--- src/rtl/bpc_pkg.sv ---
// Purpose: Shared constants for the transceiver host controller.
// Assumes: mclk at 40 MHz.
// Notes:   Times are kept in their own unit and converted to cycles here.
`default_nettype none
package bpc_pkg;
    localparam int unsigned CLK_MHZ        = 40;
    localparam int unsigned STBY_MIN_NS    = 300;
    localparam int unsigned GLITCH_MAX_NS  = 100;
    localparam int unsigned FS_MIN_MS      = 44;
    localparam int unsigned FS_TYP_MS      = 58;
    localparam int unsigned FS_MAX_MS      = 76;
    localparam int unsigned FS_MARGIN_MS   = 4;
    // Least times round up.
    localparam int unsigned STBY_CYC = (STBY_MIN_NS * CLK_MHZ + 999) / 1000;
    // Longest time rounds down.
    localparam int unsigned GLITCH_CYC = (GLITCH_MAX_NS * CLK_MHZ) / 1000;
    // Idle hold before first transmit must exceed the largest far-end failsafe time.
    localparam int unsigned IDLE_HOLD_CYC = (FS_MAX_MS + FS_MARGIN_MS) * 1000 * CLK_MHZ;
    // A steady run of one level must stay below the least failsafe time.
    localparam int unsigned RUN_MAX_CYC = (FS_MIN_MS * 1000 * CLK_MHZ) - 1;
    localparam int unsigned CNT_W = 32;
    typedef enum logic [1:0] {BPC_IDLE_WAIT, BPC_READY, BPC_TX, BPC_STANDBY} bpc_state_e;
endpackage : bpc_pkg
`default_nettype wire

--- src/rtl/bpc_host.sv ---
// Purpose: Host-side enable and data controller for a polarity-correcting bus transceiver.
// Assumes: All inputs synchronous to mclk; one clock domain.
// Notes:   Long counts are parameters so simulation can shorten them.
`default_nettype none
module bpc_host #(
    parameter int unsigned IDLE_HOLD_CYC = bpc_pkg::IDLE_HOLD_CYC,
    parameter int unsigned RUN_MAX_CYC   = bpc_pkg::RUN_MAX_CYC
) (
    input  wire logic mclk,
    input  wire logic srst,
    input  wire logic tx_req,
    input  wire logic tx_bit,
    input  wire logic tx_last,
    input  wire logic sleep_req,
    input  wire logic rx_pin,
    output logic      tx_ack,
    output logic      rx_data,
    output logic      ready,
    output logic      run_err,
    output logic      tx_pin,
    output logic      driver_enable,
    output logic      receiver_enable_n
);
    localparam int unsigned CW = bpc_pkg::CNT_W;

    bpc_pkg::bpc_state_e state_reg;
    bpc_pkg::bpc_state_e state_next;
    logic [CW-1:0]       idle_cnt_reg;
    logic [CW-1:0]       run_cnt_reg;
    logic                last_bit_reg;
    logic                rx_prev_reg;
    logic                tx_ack_reg;
    logic                run_err_reg;
    logic                last_take_reg;

    // Bus-side decodes, shared by the pin registers and the handshake logic.
    function automatic logic drives_bus(input bpc_pkg::bpc_state_e s);
        return s == bpc_pkg::BPC_TX;
    endfunction

    function automatic logic powers_down(input bpc_pkg::bpc_state_e s);
        return s == bpc_pkg::BPC_STANDBY;
    endfunction

    wire logic idle_done = (idle_cnt_reg >= CW'(IDLE_HOLD_CYC));
    wire logic rx_edge   = (rx_pin != rx_prev_reg);
    wire logic take      = drives_bus(state_reg) && tx_req && !tx_ack_reg;
    wire logic same_bit  = (tx_bit == last_bit_reg);
    wire logic run_long  = take && same_bit && (run_cnt_reg >= CW'(RUN_MAX_CYC));
    wire logic drv_on    = drives_bus(state_reg);
    wire logic rcv_on_n  = powers_down(state_reg);

    // Idle restarts on any received change or on driving, so only a quiet bus counts.
    always_comb
    begin
        state_next = state_reg;
        case (state_reg)
            bpc_pkg::BPC_IDLE_WAIT:
                if (idle_done)
                    state_next = bpc_pkg::BPC_READY;
            bpc_pkg::BPC_READY:
                if (sleep_req)
                    state_next = bpc_pkg::BPC_STANDBY;
                else if (tx_req)
                    state_next = bpc_pkg::BPC_TX;
            bpc_pkg::BPC_TX:
                // Leave one cycle after the final take, so the last bit is driven too.
                if (last_take_reg)
                    state_next = bpc_pkg::BPC_READY;
            bpc_pkg::BPC_STANDBY:
                if (!sleep_req)
                    state_next = bpc_pkg::BPC_READY;
            default:
                state_next = bpc_pkg::BPC_IDLE_WAIT;
        endcase
    end

    always_ff @(posedge mclk)
    begin
        if (srst)
        begin
            state_reg    <= bpc_pkg::BPC_IDLE_WAIT;
            idle_cnt_reg <= '0;
            run_cnt_reg  <= '0;
            last_bit_reg <= 1'b1;
            // Follow the pin in reset, so release shows no false bus edge.
            rx_prev_reg  <= rx_pin;
            tx_ack_reg   <= 1'b0;
            run_err_reg  <= 1'b0;
            last_take_reg <= 1'b0;
        end
        else
        begin
            state_reg   <= state_next;
            rx_prev_reg <= rx_pin;
            if (state_reg != bpc_pkg::BPC_IDLE_WAIT || rx_edge)
                idle_cnt_reg <= '0;
            else if (!idle_done)
                idle_cnt_reg <= idle_cnt_reg + CW'(1);
            tx_ack_reg    <= take;
            last_take_reg <= take && tx_last;
            if (take)
            begin
                last_bit_reg <= tx_bit;
                // Counted per accepted bit; a bit period is one request here.
                // A changed bit opens a run that already holds one bit.
                run_cnt_reg  <= same_bit ? run_cnt_reg + CW'(1) : CW'(1);
            end
            run_err_reg <= run_long;
        end
    end

    // Outputs from flip-flops: register the pin levels.
    always_ff @(posedge mclk)
    begin
        if (srst)
        begin
            driver_enable     <= 1'b0;
            receiver_enable_n <= 1'b0;
            tx_pin            <= 1'b1;
            rx_data           <= 1'b1;
            ready             <= 1'b0;
        end
        else
        begin
            driver_enable     <= drives_bus(state_next);
            receiver_enable_n <= powers_down(state_next);
            tx_pin            <= take ? tx_bit : tx_pin;
            rx_data           <= rx_pin; // correction lives in the far end.
            ready             <= (state_next == bpc_pkg::BPC_READY);
        end
    end

    assign tx_ack  = tx_ack_reg;
    assign run_err = run_err_reg;

    // Standby glitch span: count cycles with both enables off.
    logic [CW-1:0] off_cnt;
    always_ff @(posedge mclk)
    begin
        if (srst)
            off_cnt <= '0;
        else if (!driver_enable && receiver_enable_n)
            off_cnt <= off_cnt + CW'(1);
        else
            off_cnt <= '0;
    end

    no_drive_idle_a: assert property (@(posedge mclk) disable iff (srst)
        (state_reg == bpc_pkg::BPC_IDLE_WAIT) |-> (!driver_enable && !receiver_enable_n))
        else $error("Enables not idle during failsafe wait.");

    idle_hold_a: assert property (@(posedge mclk) disable iff (srst)
        $rose(ready) && $past(state_reg) == bpc_pkg::BPC_IDLE_WAIT
        |-> $past(idle_cnt_reg) >= CW'(IDLE_HOLD_CYC))
        else $error("Left idle wait before the hold time.");

    idle_restart_a: assert property (@(posedge mclk) disable iff (srst)
        (state_reg == bpc_pkg::BPC_IDLE_WAIT && rx_edge) |=> idle_cnt_reg == '0)
        else $error("Idle count not restarted on bus change.");

    drv_pair_a: assert property (@(posedge mclk) disable iff (srst)
        driver_enable |-> !receiver_enable_n)
        else $error("Driver on while receiver off.");

    stby_exit_a: assert property (@(posedge mclk) disable iff (srst)
        (state_reg == bpc_pkg::BPC_STANDBY && !sleep_req) |=> !receiver_enable_n)
        else $error("Standby not left on wake.");

    run_flag_a: assert property (@(posedge mclk) disable iff (srst)
        run_long |=> run_err)
        else $error("Long run not flagged.");

    ack_pulse_a: assert property (@(posedge mclk) disable iff (srst)
        tx_ack |-> $past(state_reg) == bpc_pkg::BPC_TX ##1 !tx_ack)
        else $error("Acknowledge outside transmit.");

    // Both enables may be off only in standby, never briefly while switching direction.
    stby_glitch_a: assert property (@(posedge mclk) disable iff (srst)
        (!driver_enable && receiver_enable_n) |-> rcv_on_n)
        else $error("Both enables off outside standby.");

    drv_state_a: assert property (@(posedge mclk) disable iff (srst)
        driver_enable == drv_on)
        else $error("Driver enable does not follow transmit state.");

    reset_quiet_a: assert property (@(posedge mclk) disable iff (srst)
        $past(srst) |-> (!driver_enable && !receiver_enable_n))
        else $error("Direction not held low after reset.");

    first_tx_a: assert property (@(posedge mclk) disable iff (srst)
        $rose(driver_enable) |-> $past(state_reg) == bpc_pkg::BPC_READY)
        else $error("Driver enabled without passing the idle hold.");

    ready_idle_a: assert property (@(posedge mclk) disable iff (srst)
        ready |-> (!driver_enable && !receiver_enable_n))
        else $error("Enables not idle while ready.");

    frame_end_a: assert property (@(posedge mclk) disable iff (srst)
        (take && tx_last) |=> driver_enable ##1 (ready && !driver_enable))
        else $error("Final bit not driven or bus not released.");

    run_restart_a: assert property (@(posedge mclk) disable iff (srst)
        (take && !same_bit) |=> run_cnt_reg == CW'(1))
        else $error("Run length not restarted on a changed bit.");

    sleep_entry_a: assert property (@(posedge mclk) disable iff (srst)
        (state_reg == bpc_pkg::BPC_READY && sleep_req) |=> (receiver_enable_n && !driver_enable))
        else $error("Sleep request did not turn both enables off.");

    tx_hold_a: assert property (@(posedge mclk) disable iff (srst)
        !take |=> $stable(tx_pin))
        else $error("Transmit data changed without a take.");

    c_tx_c: cover property (@(posedge mclk) disable iff (srst) tx_ack && tx_last);
    c_stby_c: cover property (@(posedge mclk) disable iff (srst) $fell(receiver_enable_n));
    c_ready_c: cover property (@(posedge mclk) disable iff (srst) $rose(ready));
    c_err_c: cover property (@(posedge mclk) disable iff (srst) run_err);
    c_deep_c: cover property (@(posedge mclk) disable iff (srst)
        off_cnt == CW'(bpc_pkg::STBY_CYC));
endmodule // bpc_host
`default_nettype wire

--- config.mk ---
export PLATFORM = sky130hd
export DESIGN_NAME = bpc_host
export DESIGN_NICKNAME = d
export VERILOG_FILES = /design/src/rtl/bpc_pkg.sv /design/src/rtl/bpc_host.sv
export SDC_FILE = /design/constraint.sdc
export NUM_CORES = 1
export LEC_CHECK = 0
export BUFFER_PORTS_ARGS = -buffer_cell sky130_fd_sc_hd__buf_4
export CAP_MARGIN = 40
export CORE_ASPECT_RATIO = 1.75
export CORE_MARGIN = 2
export CORE_UTILIZATION = 30
export DETAILED_ROUTE_END_ITERATION = 8
export MAX_ROUTING_LAYER = met4
export PLACE_DENSITY = 0.46
export SYNTH_ARGS = -nofsm -noshare
export SYNTH_HDL_FRONTEND = slang
export SYNTH_SLANG_ARGS = --single-unit
--- constraint.sdc ---
create_clock -name mclk -period 2.5 [get_ports mclk]
set_input_delay 0.75 -clock mclk [delete_from_list [all_inputs] [get_ports mclk]]
set_output_delay 0.75 -clock mclk [all_outputs]
set_load 0.01 [all_outputs]
==> impl_metrics.ini, run 1 <==
[critical_path]
end_kind = flip-flop
reg2regPathDepth = 5
setup.worst_path.class = flip-flop to flip-flop
worstPathRequired_ns = 2.73
max_stage_delay_ns = 0.60
cp-start-kind = flip-flop
crit_slowest_cell = a2111oi_4
reg2reg_from = idle_cnt_reg[16]
timing.rr.end = idle_cnt_reg[17]
path_max_fanout = 10
arrival_ns = 2.29
r2r_setup_slack_ns = 0.44
worstPathCellList = nor4_4 > o211ai_4 > a2111oi_4 > a31oi_1 > a41o_1

[layout]
area_growth_pct = 17.6
fin_util = 0.363
nets = 412
final_cell_mix = dfxtp_1, nor2_1, nand2_1
n_fill_cell = 1122
fin_area_um2 = 4060
final_common_cell = dfxtp_1
drive_above_1_share = 0.135
antennaDiodeCount = 0

[clock_network]
clkTransAtPathRegs_ns = 0.05
cts_sinks = 75
cts_hold_buffers = 0
cts_tree = built
root_buffer = clkbuf_16
htreeDepth = 3
clockBufferDepth = 2
numCtsBuffers = 9
clk_latency_ns = 0.34
cts_resized = 0
post_cts_buffers = 0

[route]
wl_per_cell_um = 13.9
vias_per_cell = 5.10
routed_wl_um = 7500
drt.antenna.violating_nets = 0
first_iter_violations = 54
dr.pass1.iters = 4
dr_total_vias = 2751
drc = 0

[pwr]
ir_drop_mv = 0.307
p_leak_nw = 1.47
power_density_nw_per_um2 = 665
total_power_mw = 2.70

[sta]
setup_viol = 0
rsz0062_at_grt = no
slew_headroom = 0.614
drv_slew = 0
fin_skew_ns = 0.00514
setup_tns_ns = 0
finalCriticalPeriod_ns = 2.06
tightest_slew_ns = 0.579
hold_viol = 0
fin_crit_sh = 0.824
clock.fmax_mhz = 485
whs_ns = 0.458

[placement]
portBuffers = 13
gp_congestion = 0.764
dpl-instance-area_um2 = 3730
dp_hpwl_um = 5500

[logic_synthesis]
syn_avg_cell_area_um2 = 9.01
synth-main-ff-cell = dfxtp_1
yosys.cell_types.count = 54
async_flop_share = 0
synth.mux.area_fraction = 0.00580
synthesis.area_um2 = 3450
syn-num-nets = 393
yosysTopAreaCell = dfxtp_1
synth_edf_count = 0
syn-instance-count = 383
synth_top_area_share = 0.435
synthAdderAreaFrac = 0.0109
synth_seq_cells = 75
synth_top_family_by_area = simple AND/OR/NAND/NOR gates
synth_seq_area_share = 0.435
ys_warn_count = 0
synth_compound_gate_area_share = 0.133
synth-simple-area-share = 0.302
synth_area_leaders = dfxtp_1, nor2_1, xnor2_1
synthXorXnorAreaFrac = 0.0838

[global_route]
first_global_vias = 2788
grt_remaining_overflow = 0
antenna_found_initial = 0
grt_start_max_net_pins = 22
grt_pass1_wl_um = 12900
grt_usage = 0.133

[worst_hold_path]
hp-start = idle_cnt_reg[24]
hold_class = flip-flop to flip-flop
min_delay_path_depth = 1
min_to = idle_cnt_reg[24]

[floorplan]
die-area_um2 = 12400
ioPinCount = 14
die_y_um = 146
fp.dieW_um = 85.1
row_count = 51
coreArea_um2 = 11200
initial_core_util = 0.309

[status]
status = completed

[run]
max_cap_viol_count = 0
-- cell type report --
type / count / area [um^2] / area share
multi-input cells: 284 / 1850 / 0.457
well taps: 132 / 165 / 0.0407
clock inverters: 4 / 72.6 / 0.0179
repair buffers: 23 / 173 / 0.0426
flip-flops and latches: 75 / 1500 / 0.370
clock buffers: 12 / 256 / 0.0633
inverters: 9 / 33.8 / 0.00833
-- routing by layer --
metal | GRT usage | vias up | share of wire
met4 | 0.0690 | 0 | 0.023
met1 | 0.133 | 1292 | 0.39
met3 | 0.0272 | 17 | 0.021
met2 | 0.236 | 30 | 0.56
met5 | - | - | 0
li1 | - | 1412 | -
-- critical path: cells and delay by family, from the launching register on --
kind | cells | cell delay (ns)
AO/OA/AOI/OAI | 4 | 1.19
flip-flops | 1 | 0.40
AND/OR/NAND/NOR | 1 | 0.35
-- stage by stage --
stage               setup slack, ns  cells
floorplan                     0.467    383
finish                        0.439    539
detailed placement            0.323    523
global placement              0.341    523
global route                  0.271    539
CTS                           0.425    539
-- worst max path at each step --
stage | depth (start not counted) | endpoint | from
2_1_floorplan | 7 | run_cnt_reg[25] | tx_req
3_3_place_gp | 6 | run_cnt_reg[25] | tx_req
3_5_place_dp | 6 | run_cnt_reg[25] | tx_req
4_1_cts | 5 | idle_cnt_reg[17] | idle_cnt_reg[16]
5_1_grt | 5 | idle_cnt_reg[17] | idle_cnt_reg[16]
6_report | 5 | idle_cnt_reg[17] | idle_cnt_reg[16]
-- synthesized netlist by cell type (9+ instances only) --
library cell   n
nand4_1       17
and3_1        12
o21ai_0        9
a21oi_1       18
nand2_1       27
xnor2_1       17
xor2_1        16
inv_1          9
and2_1        15
nor2_1        51
dfxtp_1       75
nand3_1       21
-- report_power, final --
part           leakage (nW)  internal [mW]  switching [mW]
sequential            0.605           1.20         0.00540
combinational         0.709         0.0255          0.0454
clock                 0.159          0.927           0.495
total                  1.47           2.15           0.545
-- logic make-up (layout without fill, tap and decap cells) --
kind of cell    after synthesis  count (layout)
buf+inv                      24              48
xor+xnor                     33              33
flops                        75              75
simple gates                186             186
fa+ha+maj                     3               3
mux                           2               2
compound gates               60              60
No activity file was read; power rests on OpenSTA's default activity.
==> run 2, diff against run 1 <==
--- a/config.mk
+++ b/config.mk
@@ -5,6 +5,7 @@
 export SDC_FILE = /design/constraint.sdc
 export NUM_CORES = 1
 export LEC_CHECK = 0
+export ABC_AREA = 1
 export BUFFER_PORTS_ARGS = -buffer_cell sky130_fd_sc_hd__buf_4
 export CAP_MARGIN = 40
 export CORE_ASPECT_RATIO = 1.75
@@ -12,7 +13,7 @@
 export CORE_UTILIZATION = 30
 export DETAILED_ROUTE_END_ITERATION = 8
 export MAX_ROUTING_LAYER = met4
-export PLACE_DENSITY = 0.46
+export PLACE_DENSITY = 0.45
 export SYNTH_ARGS = -nofsm -noshare
 export SYNTH_HDL_FRONTEND = slang
 export SYNTH_SLANG_ARGS = --single-unit
==> constraint.sdc (replaced) <==
create_clock -name mclk -period 2.1 [get_ports mclk]
set_input_delay 0.63 -clock mclk [delete_from_list [all_inputs] [get_ports mclk]]
set_output_delay 0.63 -clock mclk [all_outputs]
set_load 0.01 [all_outputs]
==> run 2 against run 1 <==
  * Sequential share of layout area fell by 4.6 points
  * Final cell count rose by 48%
  * Hold slack got worse by 0.036 ns
  * Critical path type unchanged
  * Highest routed layer unchanged
  * Maximum frequency up 17%
  * Total power is 17% higher
  * First-iteration DRC count up 72%
  * Largest power group unchanged
==> impl_metrics.ini, run 2 <==
[route]
vias_per_cell = 4.50
dr.pass1.iters = 4
drt.antenna.violating_nets = 0
routed_wl_um = 10100
drc = 0
first_iter_violations = 93
dr_total_vias = 3588
wl_per_cell_um = 12.6

[placement]
dp_hpwl_um = 7720
pre_cts_slack_ns = 0.197
dpl-instance-area_um2 = 4310
gp_congestion = 0.835
portBuffers = 13

[critical_path]
cp-start-kind = flip-flop
arrival_ns = 1.98
path_max_fanout = 5
max_stage_delay_ns = 0.36
worstPathRequired_ns = 2.31
end_kind = flip-flop
path_buf_inv = 0
worstPathCellList = ha_1 > nand2_2 > nor2_1 > nand2_2 > nor2_4 > nand3b_1 > nor2_1 > nand2_1 > nand2_1 > nor2_1
setup.worst_path.class = flip-flop to flip-flop
cp_top_family = simple AND/OR/NAND/NOR gates
crit_slowest_cell = dfxtp_1
path_common_cell = nor2_1

[clock_network]
cts_resized = 0
cts_sinks = 75
numCtsBuffers = 9
root_buffer = clkbuf_16
clk_latency_ns = 0.33
cts_tree = built
cts_hold_buffers = 0
htreeDepth = 3
clkTransAtPathRegs_ns = 0.06
post_cts_buffers = 0
clockBufferDepth = 2

[logic_synthesis]
ys_warn_count = 0
synth_commonest_cells = nand2_1, nor2_1, dfxtp_1
async_flop_share = 0
synth.most_common_cell = nand2_1
syn_avg_cell_area_um2 = 6.70
synthesis.area_um2 = 4020
syn-instance-count = 600
synth_seq_cells = 75
synth_seq_area_share = 0.373
synth_edf_count = 0
yosysTopAreaCell = dfxtp_1
synth-main-ff-cell = dfxtp_1
synth_area_leaders = dfxtp_1, nand2_1, nor2_1
yosys.cell_types.count = 35
synth_top_area_share = 0.373
syn-num-nets = 610

[sta]
hold_viol = 0
clock.fmax_mhz = 565
fin_skew_ns = 0.00632
setup_tns_ns = 0
tightest_slew_ns = 0.500
setup_viol = 0
fin_crit_sh = 0.842
rsz0062_at_grt = no
slew_headroom = 0.666
whs_ns = 0.423
finalCriticalPeriod_ns = 1.77
drv_slew = 0
setup_ws_ns = 0.332

[pwr]
pwr-share-seq = 0.454
power_density_nw_per_um2 = 681
swShare = 0.209
ir_drop_mv = 0.335
p_leak_nw = 1.76
combinationalPowerShare = 0.023
clkPwrFrac = 0.523
power.switching_mw = 0.660
internal_power_mw = 2.49

[global_route]
antenna_found_initial = 0
grt_usage = 0.151
first_global_vias = 3606
grt_pass1_wl_um = 16500
grt_start_max_net_pins = 28
grt_remaining_overflow = 0

[layout]
final_common_cell = nand2_1
fin_util = 0.349
fin_area_um2 = 4630
area_growth_pct = 15.0
nets = 628
drive_above_1_share = 0.127
antennaDiodeCount = 0
final_cell_mix = nand2_1, nor2_1, dfxtp_1

[floorplan]
die_y_um = 157
ioPinCount = 14
initial_core_util = 0.304
fp.dieW_um = 91.5
row_count = 56
die-area_um2 = 14400
coreArea_um2 = 13200

[run]
max_cap_viol_count = 0

[status]
status = completed

[worst_hold_path]
hold_class = flip-flop to flip-flop
## run 2: cell count changes after synthesis, sizes merged, moves of 12 or more
cell	change
a21oi	+12
and2	-15
and3	-12
inv	+71
nand2	+132
nand3	+17
nor2	+71
## run 2: logic make-up (layout without fill, tap and decap cells)
family | count (synthesis) | after routing | synth area share
simple gates | 354 | 354 | 0.399
buf+inv | 93 | 116 | 0.0952
flops | 75 | 75 | 0.373
compound gates | 52 | 52 | 0.0728
xor+xnor | 23 | 23 | 0.0501
fa+ha+maj | 3 | 3 | 0.00933
## run 2: layout make-up
class	instances	area (um^2)
fill	1462	8620
clock buffer	10	229
timing repair buffer	19	143
multi-input combinational	432	2140
inverter	81	307
clock inverter	6	90.1
tap	174	218
sequential	75	1500
## run 2: routing by layer
layer,global-route usage,share of wire
met3,0.0225,0.015
met4,0.0700,0.028
met1,0.133,0.37
met5,-,0
met2,0.305,0.59
## run 2: worst paths after layout
check                        start                to  cells after the start  slack (ns)
setup / recovery    run_cnt_reg[1]   run_cnt_reg[26]                     10        0.33
hold / removal    idle_cnt_reg[23]  idle_cnt_reg[23]                      2        0.42
setup reg to reg    run_cnt_reg[1]   run_cnt_reg[26]                     10        0.33
hold reg to reg   idle_cnt_reg[23]  idle_cnt_reg[23]                      2        0.42
## run 2: tightest hold or removal path: cells and delay by family, from the launching register on
kind | cells | cell delay, ns
buffers and inverters | 1 | 0.04
flip-flops | 1 | 0.30
AND/OR/NAND/NOR | 1 | 0.03
## run 2: stage by stage
| stage | power [mW] | instances |
|---|---|---|
| 2_1_floorplan | 1.51 | 600 |
| 3_3_place_gp | 1.54 | 781 |
| 3_5_place_dp | 1.54 | 781 |
| 4_1_cts | 3.22 | 797 |
| 5_1_grt | 3.27 | 797 |
| 6_report | 3.15 | 797 |
## run 2: power groups by stage
| stage | combinational (mW) | clock (mW) | sequential [mW] |
|---|---|---|---|
| floorplan | 0.0421 | 0 | 1.46 |
| global placement | 0.0735 | 0 | 1.46 |
| detailed placement | 0.0737 | 0 | 1.46 |
| CTS | 0.0741 | 1.71 | 1.43 |
| global route | 0.0796 | 1.76 | 1.43 |
| finish | 0.0710 | 1.65 | 1.43 |
